$ cat src/shared/pidss_pkg.sv
// constants and types for the package idle state sequencer
// Function
// - core halt keeps package active
// - enhanced halt uses lowest operating point
// - C2 only when all cores C3+ or a system sleep is requested
// - C3 flushes core caches, stops clocks
// - C6 saves state before supply off
// - C7 flushes ways, then cache supply off
// - C8 same shared cache flush as C7, but a wake does not cut the flush short
// - C9 drops uncore rails, keeps io
// - C10 regulators deepest, 24 MHz off
// - powered up holds clock enable high
// - precharge powerdown closes banks first
// - active powerdown with open bank
// - self refresh keeps memory contents
// - suspend to memory cold only
// - soft off needs full reboot
// - core state is shallowest thread request
// - idle changes pass through active
package pidss_pkg;
  // encoded idle depth (c-state codes)
  localparam logic [3:0] CS_C0 = 4'h0;
  localparam logic [3:0] CS_C1 = 4'h1;
  localparam logic [3:0] CS_C1E = 4'h2;
  localparam logic [3:0] CS_C2 = 4'h3;
  localparam logic [3:0] CS_C3 = 4'h4;
  localparam logic [3:0] CS_C6 = 4'h5;
  localparam logic [3:0] CS_C7 = 4'h6;
  localparam logic [3:0] CS_C8 = 4'h7;
  localparam logic [3:0] CS_C9 = 4'h8;
  localparam logic [3:0] CS_C10 = 4'h9;
  // sleep requests
  localparam logic [1:0] SLP_S0 = 2'h0;
  localparam logic [1:0] SLP_S3 = 2'h1;
  localparam logic [1:0] SLP_S4 = 2'h2;
  localparam logic [1:0] SLP_S5 = 2'h3;
  // memory clock-enable modes
  localparam logic [1:0] MEM_UP = 2'h0;
  localparam logic [1:0] MEM_PPD = 2'h1;
  localparam logic [1:0] MEM_APD = 2'h2;
  localparam logic [1:0] MEM_SR = 2'h3;
  localparam int STEP_TIMEOUT = 256;
  typedef enum logic [10:0] {
    PIDSS_ACTIVE = 11'h001,
    PIDSS_C2 = 11'h002,
    PIDSS_FLUSH_CORE = 11'h004,
    PIDSS_CLK_OFF = 11'h008,
    PIDSS_SAVE = 11'h010,
    PIDSS_CORE_OFF = 11'h020,
    PIDSS_LLC_FLUSH = 11'h040,
    PIDSS_UNCORE = 11'h080,
    PIDSS_DEEP = 11'h100,
    PIDSS_IDLE = 11'h200,
    PIDSS_WAKE = 11'h400
  } pidss_state_t;
endpackage : pidss_pkg

$ cat src/shared/pidss_cores_if.sv
// per-core request and handshake bundle
interface pidss_cores_if #(parameter int NCORE = 4, parameter int NTHR = 2);
  logic [3:0] thr_req [NCORE][NTHR];
  logic [3:0] core_state [NCORE];
  logic [NCORE-1:0] core_c0;
  modport resolver (input thr_req, output core_state, output core_c0);
  modport user (input core_state, input core_c0);
endinterface : pidss_cores_if

$ cat src/pidss_resolve.sv
// resolves each core state from its thread requests
module pidss_resolve #(
  parameter int NCORE = 4,
  parameter int NTHR = 2
) (
  input wire logic i_clk_sys, // system clock
  input wire logic i_nrst, // sync reset, active low
  pidss_cores_if.resolver cif // requests in, core states out
);
  logic [3:0] res [NCORE];
  logic [3:0] prev_reg [NCORE];
  always_comb
  begin
    for (int c = 0; c < NCORE; c++)
    begin
      res[c] = 4'hf;
      for (int t = 0; t < NTHR; t++)
        if (cif.thr_req[c][t] < res[c])
          res[c] = cif.thr_req[c][t];
    end
  end
  always_ff @(posedge i_clk_sys)
  begin
    for (int c = 0; c < NCORE; c++)
    begin
      if (!i_nrst)
        prev_reg[c] <= pidss_pkg::CS_C0;
      // idle to idle goes via active
      else if (prev_reg[c] != pidss_pkg::CS_C0 && res[c] != prev_reg[c])
        prev_reg[c] <= pidss_pkg::CS_C0;
      else
        prev_reg[c] <= res[c];
    end
  end
  always_comb
  begin
    for (int c = 0; c < NCORE; c++)
    begin
      cif.core_state[c] = prev_reg[c];
      cif.core_c0[c] = (prev_reg[c] == pidss_pkg::CS_C0);
    end
  end
endmodule : pidss_resolve

$ cat src/pidss_top.sv
// package idle state sequencer top
module pidss_top #(
  parameter int NCORE = 4,
  parameter int NTHR = 2
) (
  input wire logic i_clk_sys, // 200 MHz clock
  input wire logic i_nrst, // sync reset, active low
  input wire logic [4*NCORE*NTHR-1:0] i_thr_req, // thread c-state codes
  input wire logic [3:0] i_plat_limit, // deepest allowed package code
  input wire logic i_llc_flush_en, // optional flush in C3
  input wire logic i_wake, // wake event
  input wire logic [1:0] i_sleep_req, // system sleep request
  input wire logic [NCORE-1:0] i_flush_done, // per-core cache written back
  input wire logic [NCORE-1:0] i_save_done, // per-core state saved
  input wire logic [NCORE-1:0] i_restore_done, // per-core state restored
  input wire logic i_llc_flush_done, // whole shared cache flushed
  input wire logic i_rails_good, // supplies settled
  input wire logic i_mem_idle, // memory traffic idle
  input wire logic i_bank_open, // at least one bank open
  input wire logic i_banks_closed_ack, // precharge all finished
  output logic [3:0] o_pkg_state, // current package c-state code
  output logic o_min_op_point, // lowest frequency/voltage point
  output logic [NCORE-1:0] o_core_flush, // core cache write-back request
  output logic [NCORE-1:0] o_core_clk_en, // core clock enable
  output logic [NCORE-1:0] o_core_save, // core state save request
  output logic [NCORE-1:0] o_core_restore, // core state restore request
  output logic [NCORE-1:0] o_core_pwr_en, // core supply enable
  output logic o_llc_flush, // shared cache flush request
  output logic o_llc_pwr_en, // shared cache supply enable
  output logic o_uncore_pwr_en, // compute, graphics, agent rails
  output logic o_io_pwr_en, // io supply enable
  output logic o_deepest_regulator_state, // regulators in deepest state
  output logic o_ref_clk_en, // base reference clock enable
  output logic o_clk24_en, // 24 MHz clock enable
  output logic o_mem_close_banks, // precharge all request
  output logic o_mem_cke, // memory clock enable
  output logic o_mem_self_refresh, // self refresh engaged
  output logic o_mem_ctx_kept, // context held in memory
  output logic o_reboot_req // full reboot needed on resume
);
  pidss_cores_if #(.NCORE(NCORE), .NTHR(NTHR)) cif ();
  pidss_resolve #(.NCORE(NCORE), .NTHR(NTHR)) u_res (
    .i_clk_sys(i_clk_sys),
    .i_nrst(i_nrst),
    .cif(cif)
  );
  always_comb
  begin
    for (int c = 0; c < NCORE; c++)
      for (int t = 0; t < NTHR; t++)
        cif.thr_req[c][t] = i_thr_req[4*(c*NTHR+t) +: 4];
  end

  // shallowest core state, bounded by platform limit
  function automatic logic [3:0] min_core(input logic [3:0] s [NCORE]);
    logic [3:0] m;
    m = 4'hf;
    for (int c = 0; c < NCORE; c++)
      if (s[c] < m)
        m = s[c];
    return m;
  endfunction : min_core

  logic [3:0] all_min;
  logic [3:0] target;
  always_comb
  begin
    all_min = min_core(cif.core_state);
    target = (all_min < i_plat_limit) ? all_min : i_plat_limit;
  end

  pidss_pkg::pidss_state_t st_reg;
  logic [3:0] pkg_reg;
  logic [3:0] goal_reg;
  logic deep_sleep;
  assign deep_sleep = (i_sleep_req != pidss_pkg::SLP_S0);

  // entry walks deeper states; wake in PIDSS_C2 returns straight to active, from deeper states through PIDSS_WAKE to active
  always_ff @(posedge i_clk_sys)
  begin
    if (!i_nrst)
    begin
      st_reg <= pidss_pkg::PIDSS_ACTIVE;
      goal_reg <= pidss_pkg::CS_C0;
    end
    else
    begin
      unique case (st_reg)
        pidss_pkg::PIDSS_ACTIVE:
          // C2 only when all cores C3 or deeper, or on a system sleep request
          if (!i_wake && (target >= pidss_pkg::CS_C3 || deep_sleep))
          begin
            goal_reg <= deep_sleep ? pidss_pkg::CS_C10 : target;
            st_reg <= pidss_pkg::PIDSS_C2;
          end
        pidss_pkg::PIDSS_C2:
          if (i_wake || target < pidss_pkg::CS_C3 && !deep_sleep)
            st_reg <= pidss_pkg::PIDSS_ACTIVE;
          else
            st_reg <= pidss_pkg::PIDSS_FLUSH_CORE;
        pidss_pkg::PIDSS_FLUSH_CORE:
          if (&i_flush_done)
            st_reg <= pidss_pkg::PIDSS_CLK_OFF;
        pidss_pkg::PIDSS_CLK_OFF:
          st_reg <= (goal_reg >= pidss_pkg::CS_C6) ? pidss_pkg::PIDSS_SAVE
                                                    : pidss_pkg::PIDSS_IDLE;
        pidss_pkg::PIDSS_SAVE:
          if (&i_save_done)
            st_reg <= pidss_pkg::PIDSS_CORE_OFF;
        pidss_pkg::PIDSS_CORE_OFF:
          st_reg <= (goal_reg >= pidss_pkg::CS_C7) ? pidss_pkg::PIDSS_LLC_FLUSH
                                                    : pidss_pkg::PIDSS_IDLE;
        pidss_pkg::PIDSS_LLC_FLUSH:
          // cache supply off only after full flush
          if (i_llc_flush_done)
            st_reg <= (goal_reg >= pidss_pkg::CS_C9) ? pidss_pkg::PIDSS_UNCORE
                                                      : pidss_pkg::PIDSS_IDLE;
          else if (i_wake && goal_reg == pidss_pkg::CS_C7)
            st_reg <= pidss_pkg::PIDSS_WAKE;
        pidss_pkg::PIDSS_UNCORE:
          st_reg <= (goal_reg >= pidss_pkg::CS_C10) ? pidss_pkg::PIDSS_DEEP
                                                     : pidss_pkg::PIDSS_IDLE;
        pidss_pkg::PIDSS_DEEP:
          st_reg <= pidss_pkg::PIDSS_IDLE;
        pidss_pkg::PIDSS_IDLE:
          if (i_wake)
            st_reg <= pidss_pkg::PIDSS_WAKE;
        pidss_pkg::PIDSS_WAKE:
          // supplies and clocks first, then restore
          if (i_rails_good && (&i_restore_done || goal_reg < pidss_pkg::CS_C6))
            st_reg <= pidss_pkg::PIDSS_ACTIVE;
        default:
          st_reg <= pidss_pkg::PIDSS_ACTIVE;
      endcase
    end
  end

  // package code reported
  always_ff @(posedge i_clk_sys)
  begin
    if (!i_nrst)
      pkg_reg <= pidss_pkg::CS_C0;
    else if (st_reg == pidss_pkg::PIDSS_IDLE)
      pkg_reg <= goal_reg;
    else if (st_reg == pidss_pkg::PIDSS_ACTIVE)
      pkg_reg <= pidss_pkg::CS_C0;
    else if (st_reg == pidss_pkg::PIDSS_C2)
      pkg_reg <= pidss_pkg::CS_C2;
  end
  assign o_pkg_state = pkg_reg;

  // cumulative entry actions, released on wake
  logic in_wake;
  logic down;
  assign in_wake = (st_reg == pidss_pkg::PIDSS_WAKE);
  assign down = !(st_reg inside {pidss_pkg::PIDSS_ACTIVE, pidss_pkg::PIDSS_C2,
                                 pidss_pkg::PIDSS_FLUSH_CORE});
  always_ff @(posedge i_clk_sys)
  begin
    if (!i_nrst)
    begin
      o_min_op_point <= 1'b0;
      o_core_flush <= '0;
      o_core_clk_en <= '1;
      o_core_save <= '0;
      o_core_restore <= '0;
      o_core_pwr_en <= '1;
      o_llc_flush <= 1'b0;
      o_llc_pwr_en <= 1'b1;
      o_uncore_pwr_en <= 1'b1;
      o_io_pwr_en <= 1'b1;
      o_deepest_regulator_state <= 1'b0;
      o_ref_clk_en <= 1'b1;
      o_clk24_en <= 1'b1;
    end
    else
    begin
      o_min_op_point <= (st_reg == pidss_pkg::PIDSS_ACTIVE) &&
                        (all_min == pidss_pkg::CS_C1E);
      o_core_flush <= {NCORE{st_reg == pidss_pkg::PIDSS_FLUSH_CORE}};
      o_core_clk_en <= {NCORE{!down || in_wake && i_rails_good}};
      o_core_save <= {NCORE{st_reg == pidss_pkg::PIDSS_SAVE}};
      o_core_restore <= {NCORE{in_wake && i_rails_good &&
                               goal_reg >= pidss_pkg::CS_C6}};
      o_core_pwr_en <= {NCORE{!(down && goal_reg >= pidss_pkg::CS_C6 &&
                          st_reg != pidss_pkg::PIDSS_CLK_OFF &&
                          st_reg != pidss_pkg::PIDSS_SAVE) || in_wake}};
      o_llc_flush <= (st_reg == pidss_pkg::PIDSS_LLC_FLUSH) ||
                     (st_reg == pidss_pkg::PIDSS_FLUSH_CORE &&
                      i_llc_flush_en);
      o_llc_pwr_en <= !(down && goal_reg >= pidss_pkg::CS_C7 &&
                        st_reg inside {pidss_pkg::PIDSS_UNCORE,
                          pidss_pkg::PIDSS_DEEP, pidss_pkg::PIDSS_IDLE}) ||
                      in_wake;
      // rails to zero, io stays on except in idle with an S5 request
      o_uncore_pwr_en <= !(down && goal_reg >= pidss_pkg::CS_C9 &&
                           st_reg inside {pidss_pkg::PIDSS_DEEP,
                                          pidss_pkg::PIDSS_IDLE}) || in_wake;
      o_io_pwr_en <= !(st_reg == pidss_pkg::PIDSS_IDLE &&
                       i_sleep_req == pidss_pkg::SLP_S5);
      o_deepest_regulator_state <= st_reg == pidss_pkg::PIDSS_IDLE &&
                                   goal_reg >= pidss_pkg::CS_C10;
      o_clk24_en <= !(st_reg == pidss_pkg::PIDSS_IDLE &&
                      goal_reg >= pidss_pkg::CS_C10);
      o_ref_clk_en <= !(st_reg == pidss_pkg::PIDSS_IDLE &&
                        goal_reg >= pidss_pkg::CS_C6);
    end
  end

  // memory clock-enable mode
  logic [1:0] mem_mode;
  always_comb
  begin
    // self refresh only in package idle at C3 or deeper; powerdown whenever memory idle
    if (st_reg == pidss_pkg::PIDSS_IDLE && goal_reg >= pidss_pkg::CS_C3)
      mem_mode = pidss_pkg::MEM_SR;
    else if (i_mem_idle && i_bank_open)
      mem_mode = pidss_pkg::MEM_APD;
    else if (i_mem_idle)
      mem_mode = pidss_pkg::MEM_PPD;
    else
      mem_mode = pidss_pkg::MEM_UP;
  end
  always_ff @(posedge i_clk_sys)
  begin
    if (!i_nrst)
    begin
      o_mem_cke <= 1'b1;
      o_mem_self_refresh <= 1'b0;
      o_mem_close_banks <= 1'b0;
    end
    else
    begin
      unique case (mem_mode)
        pidss_pkg::MEM_UP:
        begin
          o_mem_cke <= 1'b1;
          o_mem_self_refresh <= 1'b0;
          o_mem_close_banks <= 1'b0;
        end
        pidss_pkg::MEM_PPD:
        begin
          o_mem_close_banks <= !i_banks_closed_ack;
          o_mem_cke <= !i_banks_closed_ack;
          o_mem_self_refresh <= 1'b0;
        end
        // open bank, cke low, no refresh
        pidss_pkg::MEM_APD:
        begin
          o_mem_cke <= 1'b0;
          o_mem_self_refresh <= 1'b0;
          o_mem_close_banks <= 1'b0;
        end
        pidss_pkg::MEM_SR:
        begin
          o_mem_cke <= 1'b0;
          o_mem_self_refresh <= 1'b1;
          o_mem_close_banks <= 1'b0;
        end
      endcase
    end
  end

  always_ff @(posedge i_clk_sys)
  begin
    if (!i_nrst)
    begin
      o_mem_ctx_kept <= 1'b0;
      o_reboot_req <= 1'b0;
    end
    else
    begin
      o_mem_ctx_kept <= (i_sleep_req == pidss_pkg::SLP_S3) &&
                        (st_reg == pidss_pkg::PIDSS_IDLE);
      o_reboot_req <= (i_sleep_req == pidss_pkg::SLP_S5) &&
                      (st_reg == pidss_pkg::PIDSS_IDLE);
    end
  end
endmodule : pidss_top

$ cat config.mk
export PLATFORM = sky130hd
export DESIGN_NAME = pidss_top
export DESIGN_NICKNAME = d
export VERILOG_FILES = /design/src/shared/pidss_pkg.sv /design/src/shared/pidss_cores_if.sv /design/src/pidss_resolve.sv /design/src/pidss_top.sv
export SDC_FILE = /design/constraint.sdc
export NUM_CORES = 1
export LEC_CHECK = 0
export BUFFER_PORTS_ARGS = -buffer_cell sky130_fd_sc_hd__buf_2
export CAP_MARGIN = 25
export CORE_ASPECT_RATIO = 2
export CORE_MARGIN = 5
export CORE_UTILIZATION = 50
export DETAILED_ROUTE_END_ITERATION = 10
export PLACE_DENSITY_LB_ADDON = 0.12
export SETUP_SLACK_MARGIN = 0.1
export SLEW_MARGIN = 20
export SYNTH_ARGS = -nofsm -noshare
export SYNTH_HDL_FRONTEND = slang
export SYNTH_HIERARCHICAL = 1
export SYNTH_SLANG_ARGS = --single-unit
$ cat constraint.sdc
create_clock -name i_clk_sys -period 7.1 [get_ports i_clk_sys]
set_input_delay 0.355 -clock i_clk_sys [delete_from_list [all_inputs] [get_ports i_clk_sys]]
set_output_delay 0.355 -clock i_clk_sys [all_outputs]
set_load 0.03 [all_outputs]
---- Word-level counts from Yosys, hierarchy flattened ----
Memory sizes are Yosys's and may differ from the RTL's.
Cells that the tools add are included.
word-level totals
  register bits after elaboration ......... 37
  bits in latches ......................... 0
  memory bits (writable) .................. 16
  memory bits (read-only) ................. 0
  input bits .............................. 59
  output and inout bits ................... 37
  memories ................................ 1
memory list
  name            words  width  read ports  clocked after Yosys merged registers in  write ports  RTL line             RTL
  u_res.prev_reg  4      4      4           0                                        4            pidss_resolve.sv:11  logic [3:0] prev_reg [NCORE];
cells by class
  add/subtract/negate cells ............... 0
  multiply operators ...................... 0
  divide/modulo/power cells ............... 0
  $lt $le $gt $ge ......................... 21
  equality and inequality tests ........... 30
  shift operators ......................... 0
  mux-type cells .......................... 69
  bitwise logic cells ..................... 8
  reduce and logical (&&, ||, !) cells .... 61
operators with widths
  operator                number
  $pmux W11 S11           1
  $mux W4                 25
  $mux W11                7
  $mux W10                4
  $lt A4 B4 Y1            8
  $mux W1                 26
  $logic_and A1 B1 Y1     25
  $lt A4 B4 Y1 const B    5
  $ge A4 B3 Y1 const B    4
  $ne A4 B4 Y1            4
  $reduce_bool A4 Y1      4
  $reduce_and A4 Y1       3
  $eq A11 B1 Y1 const B   1
  $eq A11 B10 Y1 const B  1
  $eq A11 B11 Y1 const B  1
  $eq A11 B2 Y1 const B   1
  $eq A11 B3 Y1 const B   1
  $eq A11 B4 Y1 const B   1
  $eq A11 B5 Y1 const B   1
  $eq A11 B6 Y1 const B   1
  $eq A11 B7 Y1 const B   1
  $eq A11 B8 Y1 const B   1
  $eq A11 B9 Y1 const B   1
  $ne A11 B4 Y1 const B   1
  other kinds (24)        61

---- Depth between registers and ports, before layout ----
Gate-level depths: netlist of the first run.
An unclocked memory read counts as a cell.
  depth after elaboration ................. 16
  depth in mapped cells ................... 27
  gate-level depth less buffers ........... 27

---- By module ----
Netlist of the first run, hierarchy kept.
by module, submodules not included
  module         times used  cells each  area an instance (sq um)  seq. area each (sq um)
  pidss_top      1           298         2468.6                    740.7
  pidss_resolve  1           238         1919.3                    480.5

---- Worst setup path after synthesis of the first run ----
No wires, ideal clock.
  path kind ............................... flip-flop to flip-flop
  start ................................... mem u_res.prev_reg[0][3]
  end ..................................... reg st_reg[2]
  data arrival time ....................... 6001 ps
  data required time ...................... 7042 ps
  path slack .............................. 1041 ps
  stages on the path, launching flop included .. 28
  path buffers ............................ 1
  period minus slack after synthesis ...... 6059 ps
  path through ............................ edfxtp_1 clkbuf_1 ha_1 nand2b_4 o311a_4 mux2_2 inv_1 ha_1 o21ba_2 o21a_1 a21oi_1 nand2_1 a21oi_1 inv_1 ha_1 or2_2 a311o_1 o2111ai_1 and2_1 mux2_2 ha_1 o21ai_0 a21o_1 a31oi_1 a31o_4 mux2_2 nor4_1 o21a_1
RTL lines
  element                 RTL line             RTL
  start: declaration      pidss_resolve.sv:11
  end signal: assignment  pidss_top.sv:83      st_reg <= pidss_pkg::PIDSS_ACTIVE;
  end signal: assignment  pidss_top.sv:94      st_reg <= pidss_pkg::PIDSS_C2;
  end signal: assignment  pidss_top.sv:98      st_reg <= pidss_pkg::PIDSS_ACTIVE;
  end: declaration        pidss_top.sv:72      pidss_pkg::pidss_state_t st_reg;

==> flow_summary.ini, run 1 <==
[run_status]
status = finished, final reports clean

[clock_network]
cts_resized = 0
post_cts_buffers = 0
ctsHoldBuffers = 0
cts_max_level = 2
worstSkewPairLatency_ps = 300
cts_buffer_depth = 2
cts-root-buf = clkbuf_16
cts_buffers = 5
cts_tree = built
clock_sinks = 53
path_clk_slew_ps = 70

[worst_hold_path]
worstHoldPathType = input pin to flop
hold_depth = 2

[route]
met3_length_microns = 449
remaining_drc_errors = 0
via_per_inst = 5.72
drt_iter0_drc = 186
totalWireLength_microns = 11200
wl_met1_microns = 3640
wl_per_cell_microns = 15.4
routed-via-count = 4166
ant_nets = 0
drtPass1Iterations = 5
wl_met2_microns = 6650
top_layer = met4

[worst_setup_path]
cp_num_cells = 26
start_kind = flop
crit_type = flop to flop
max_stage_delay_ps = 490
worstPathBufferInverterCount = 2
crit_top_cell = ha_1
arrival_ps = 6870
critical_path.top_delay_family = compound AO/OA/AOI/OAI gates
endpoint_kind = flop
crit_path_top_delay_cell = edfxtp_1
worstPathRequired_ps = 7340
reg2regPathDepth = 26
path_max_fanout = 7

[placement]
hpwl_microns = 9310
dpl_cell_area_sq_um = 4890
gp_congestion = 0.937
io_buffers = 95

[sta]
min_period_ps = 6620
rsz0062_at_grt = false
finalMaxSlewViolations = 0
setup_violations = 0
fin_crit_sh_pct = 93.3
relSlewSlack_pct = 52.7
tightestPinTransition_ps = 706
final-hold-violation-count = 0
skew_ps = 3.71
fmax_mhz = 151
setup_tns_ps = 0

[floorplanning]
die_x_microns = 76.2
initial_core_util_pct = 51.1
die_area_sq_um = 10900
die_y_microns = 142
row_count = 48
ios = 96
core_sq_um = 8590

[final_layout]
final_area_sq_um = 5050
diodes = 0
drive_gt1_share_pct = 23.7
largest_reg_flops = 16
syn_to_final_growth_pct = 15.1
nFillCells = 836
nets = 718

[logic_synthesis]
synth_edf_count = 16
synthCells = 536
synth_top_cell_by_area = dfxtp_1
yosysMostFrequentCell = nand2_1
ys_warn_count = 6
synth.yosys.seq_area_share_pct = 27.8
syn_area_sq_um = 4390
synthTopCellsByArea = dfxtp_1, edfxtp_1, ha_1, nand2_1, nand2b_1
async_reset_ff_share_pct = 0
ys_ff_latch = 53
synth_top_cell_area_share_pct = 16.9
synth-main-ff-cell = dfxtp_1
yosysUniqueCellTypes = 72
avgSynthCellArea_sq_um = 8.19
netlist_top_cells_count = nand2_1, nor2_1, dfxtp_1

[pwr]
leakage_nw = 2.22
peakVddDrop_mv = 0.0965
power.density_nw_per_um2 = 186

[grt]
antenna_found_initial = 0
grt_pass1_vias = 4226
grt_max_degree = 27
grt_remaining_overflow = 0
grt_usage_pct = 20.7
grt_pass1_wl_microns = 18600

[run]
cap_violations = 0
[per-layer routing]
layer | vias to the layer above | GRT usage [%]
met2 | 104 | 42.9
met5 | - | 0
met3 | 31 | 3.99
met4 | 0 | 11.1
li1 | 2082 | -
met1 | 1949 | 17.7
[metrics by stage]
step                      util (%)  setup WS, ps  cells  power (W)  hold slack, ps
final                         58.8           476    728   0.000938             229
after global routing          58.8           100    728   0.000999             237
after CTS                     58.8           506    728   0.000946             220
after detailed placement      56.9           576    720   0.000675             464
after global placement        56.9           816    720   0.000666             466
after floorplan                  -          1040    551   0.000594             427
[worst paths after layout]
path / slack [ps] / from / endpoint
setup / recovery: 480 / u_res/prev_reg[1][3] / st_reg[2]
hold / removal: 230 / i_banks_closed_ack / o_mem_close_banks
setup reg to reg: 480 / u_res/prev_reg[1][3] / st_reg[2]
hold reg to reg: 470 / o_pkg_state[3] / o_pkg_state[3]
[layout by cell type, fill, tap and decap left out, types with 3 or more instances in the layout]
cell       netlist  layout
a211oi_1         9       9
a21o_1           4       4
a21oi_1         30      30
a22oi_1         14      14
a31oi_1          3       3
a31oi_2          4       4
a41oi_1          4       4
and2_1           9       9
buf_2            1      95
clkbuf_16        0       6
conb_1           1      16
dfxtp_1         37      37
edfxtp_1        16      16
ha_1            32      32
inv_1           36      36
mux2_2           4       4
nand2_1         57      57
nand2b_1        33      33
nand3_1         10      10
nand4_1          5       5
nor2_1          52      52
nor2b_1          4       4
nor2b_4          4       4
nor3_1          15      15
nor3_2           5       5
nor3b_1          3       3
nor4_1           9       9
nor4b_1         10      10
o21a_1           4       4
o21a_2           4       4
o21ai_0         23      23
o21ai_1          5       5
o21ba_2          5       5
o21bai_1         4       4
o31ai_1          3       3
or2_2            3       3
or2b_1           4       4
xnor2_1          5       5
[area by class of cell]
type | instances | area [sq um] | share of cell area, %
Clock buffer | 7 | 154 | 3.05
Clock inverter | 1 | 8.76 | 0.173
Inverter | 36 | 135 | 2.67
Multi-Input combinational cell | 436 | 2930 | 58.0
Sequential cell | 53 | 1220 | 24.2
Tap cell | 100 | 125 | 2.48
Timing Repair Buffer | 95 | 475 | 9.41
[kinds of logic after synthesis]
logic type | Yosys count | synth area share (%)
AND/OR/NAND/NOR | 243 | 31.8
AO/OA/AOI/OAI | 132 | 21.6
buffers and inverters | 62 | 6.62
flip-flops | 53 | 27.8
adder cells (fa/ha/maj) | 32 | 9.12
XOR/XNOR | 7 | 1.40
multiplexers | 6 | 1.48
other | 1 | 0.0855
[where the power goes]
group | switching, W | leakage (nW) | total (W) | internal, W
clock network | 0.000115 | 0.0792 | 0.000268 | 0.000153
logic | 0.000190 | 1.68 | 0.000321 | 0.000131
registers | 0.0000210 | 0.465 | 0.000349 | 0.000328
Note: power is estimated with default switching activity, not from simulation.
==> inputs of run 2 (changes only) <==
==> constraint.sdc (replaced) <==
create_clock -name i_clk_sys -period 5.8 [get_ports i_clk_sys]
set_input_delay 0.29 -clock i_clk_sys [delete_from_list [all_inputs] [get_ports i_clk_sys]]
set_output_delay 0.29 -clock i_clk_sys [all_outputs]
set_load 0.03 [all_outputs]
==> run 2 against run 1 <==
Compared with the run above: largest power group is now combinational cells; global-route usage increased by 1.0 points; count of clock-buffer cells in the layout decreased by 1; the run now ends with setup timing left; first-iteration DRC count decreased by 41%; wire length increased by 8.7%; largest cell class unchanged; clock skew increased by 4.4 ps; worst setup slack got worse by 500 ps; clock power increased by 13%; via count increased by 3.2%; combinational power increased by 59%.
==> flow_summary.ini, run 2 (same netlist as run 1, synthesis figures left out) <==
[final_layout]
largest_reg_flops = 16
final_common_cell = buf_2
layout_common_cells = buf_2, nand2_1, nor2_1
diodes = 0
nFillCells = 767
final_area_sq_um = 5400
final_util_pct = 62.8
drive_gt1_share_pct = 29.7
final_cells = 753
syn_to_final_growth_pct = 23.0
nets = 743

[sta]
fin_crit_sh_pct = 100
rsz0062_at_grt = true
setup_ws_ps = -23.8
setup_tns_ps = -23.8
min_period_ps = 5820
fmax_mhz = 172
skew_ps = 8.13
final-hold-violation-count = 0
tightestPinTransition_ps = 767
finalMaxSlewViolations = 0
relSlewSlack_pct = 48.6
setup_violations = 1
fin_hold_ws_ps = 166

[floorplanning]
initial_core_util_pct = 51.1
die_area_sq_um = 10900
ios = 96
core_sq_um = 8590
die_x_microns = 76.2
row_count = 48
die_y_microns = 142

[worst_setup_path]
crit-reg2reg-launch = u_res/prev_reg[1][3]
max_stage_delay_ps = 420
endpoint_kind = flop
crit_type = flop to flop
startpoint = u_res/prev_reg[1][3]
worstPathRequired_ps = 5960
arrival_ps = 5980
start_kind = flop
crit_top_cell = mux2_4
path_max_fanout = 4
crit_path_top_delay_cell = or4_4

[route]
wl_met1_microns = 3870
remaining_drc_errors = 0
totalWireLength_microns = 12200
routed-via-count = 4301
wl_per_cell_microns = 16.1
met3_length_microns = 455
top_layer = met4
drtPass1Iterations = 4
via_per_inst = 5.71
wl_met2_microns = 7400
drt_iter0_drc = 109
ant_nets = 0

[clock_network]
cts_buffer_depth = 2
cts_tree = built
clock_sinks = 53
cts_max_level = 2
worstSkewPairLatency_ps = 300
ctsHoldBuffers = 0
path_clk_slew_ps = 70
cts-root-buf = clkbuf_16
cts_buffers = 5

[pwr]
peakVddDrop_mv = 0.123
leakage_nw = 2.37
power.density_nw_per_um2 = 229

[placement]
io_buffers = 95
dpl_cell_area_sq_um = 5030
dp_cells = 729
hpwl_microns = 9670
gp_congestion = 0.970

[grt]
grt_remaining_overflow = 0
grt_pass1_vias = 4359
grt_usage_pct = 21.7
grt_pass1_wl_microns = 19500
grt_max_degree = 27
antenna_found_initial = 0

[worst_hold_path]
hp-start = i_bank_open
worstHoldPathType = input pin to flop

[run_status]
status = complete, but fails checks
violations = setup timing

[run]
cap_violations = 0
run 2: report_power, final:
| part | total (W) | switching (W) | internal (W) |
|---|---|---|---|
| clock network | 0.000302 | 0.000141 | 0.000161 |
| logic | 0.000511 | 0.000281 | 0.000230 |
| registers | 0.000423 | 0.0000224 | 0.000401 |
run 2: per-layer routing:
| layer | GRT usage [%] | vias to the layer above |
|---|---|---|
| li1 | - | 2129 |
| met1 | 18.0 | 2024 |
| met2 | 46.7 | 115 |
| met3 | 3.42 | 33 |
| met4 | 10.7 | 0 |
| met5 | 0 | - |
run 2: path summary, 6_finish.rpt:
check | to | slack [ps] | depth (start not counted)
worst max-delay path | st_reg[0] | -20 | 27
worst min-delay path | o_mem_close_banks | 170 | 2
worst max register to register | st_reg[0] | -20 | 27
worst min register to register | o_pkg_state[3] | 480 | 2
run 2: area by class of cell:
cell class                      count  area [sq um]  share of cell area [%]
Clock buffer                        6           129                    2.39
Multi-Input combinational cell    436          3100                    57.4
Inverter                           36           138                    2.55
Sequential cell                    53          1220                    22.6
Clock inverter                      2          12.5                   0.232
Timing Repair Buffer              120           676                    12.5
Tap cell                          100           125                    2.32
run 2: critical path: cells and delay by family, from the launching register on:
kind	cells	cell delay [ps]
flip-flops	1	400
AND/OR/NAND/NOR	6	1180
buffers and inverters	3	270
adder cells (fa/ha/maj)	4	930
AO/OA/AOI/OAI	11	1910
multiplexers	3	990
run 2: metrics by stage:
step | total power (W) | setup slack [ps]
after floorplan | 0.000744 | 100
after CTS | 0.00119 | 65.9
after global placement | 0.000839 | 81.2
final | 0.00124 | -23.8
after detailed placement | 0.000853 | -25.4
after global routing | 0.00130 | -201
run 2: timing repair:
| action | in CTS | in global routing |
|---|---|---|
| gates resized for setup | 9 | 11 |
| setup buffers | 8 | 8 |
| setup endpoints to repair | 7 | 7 |
| pin swaps | 13 | 14 |
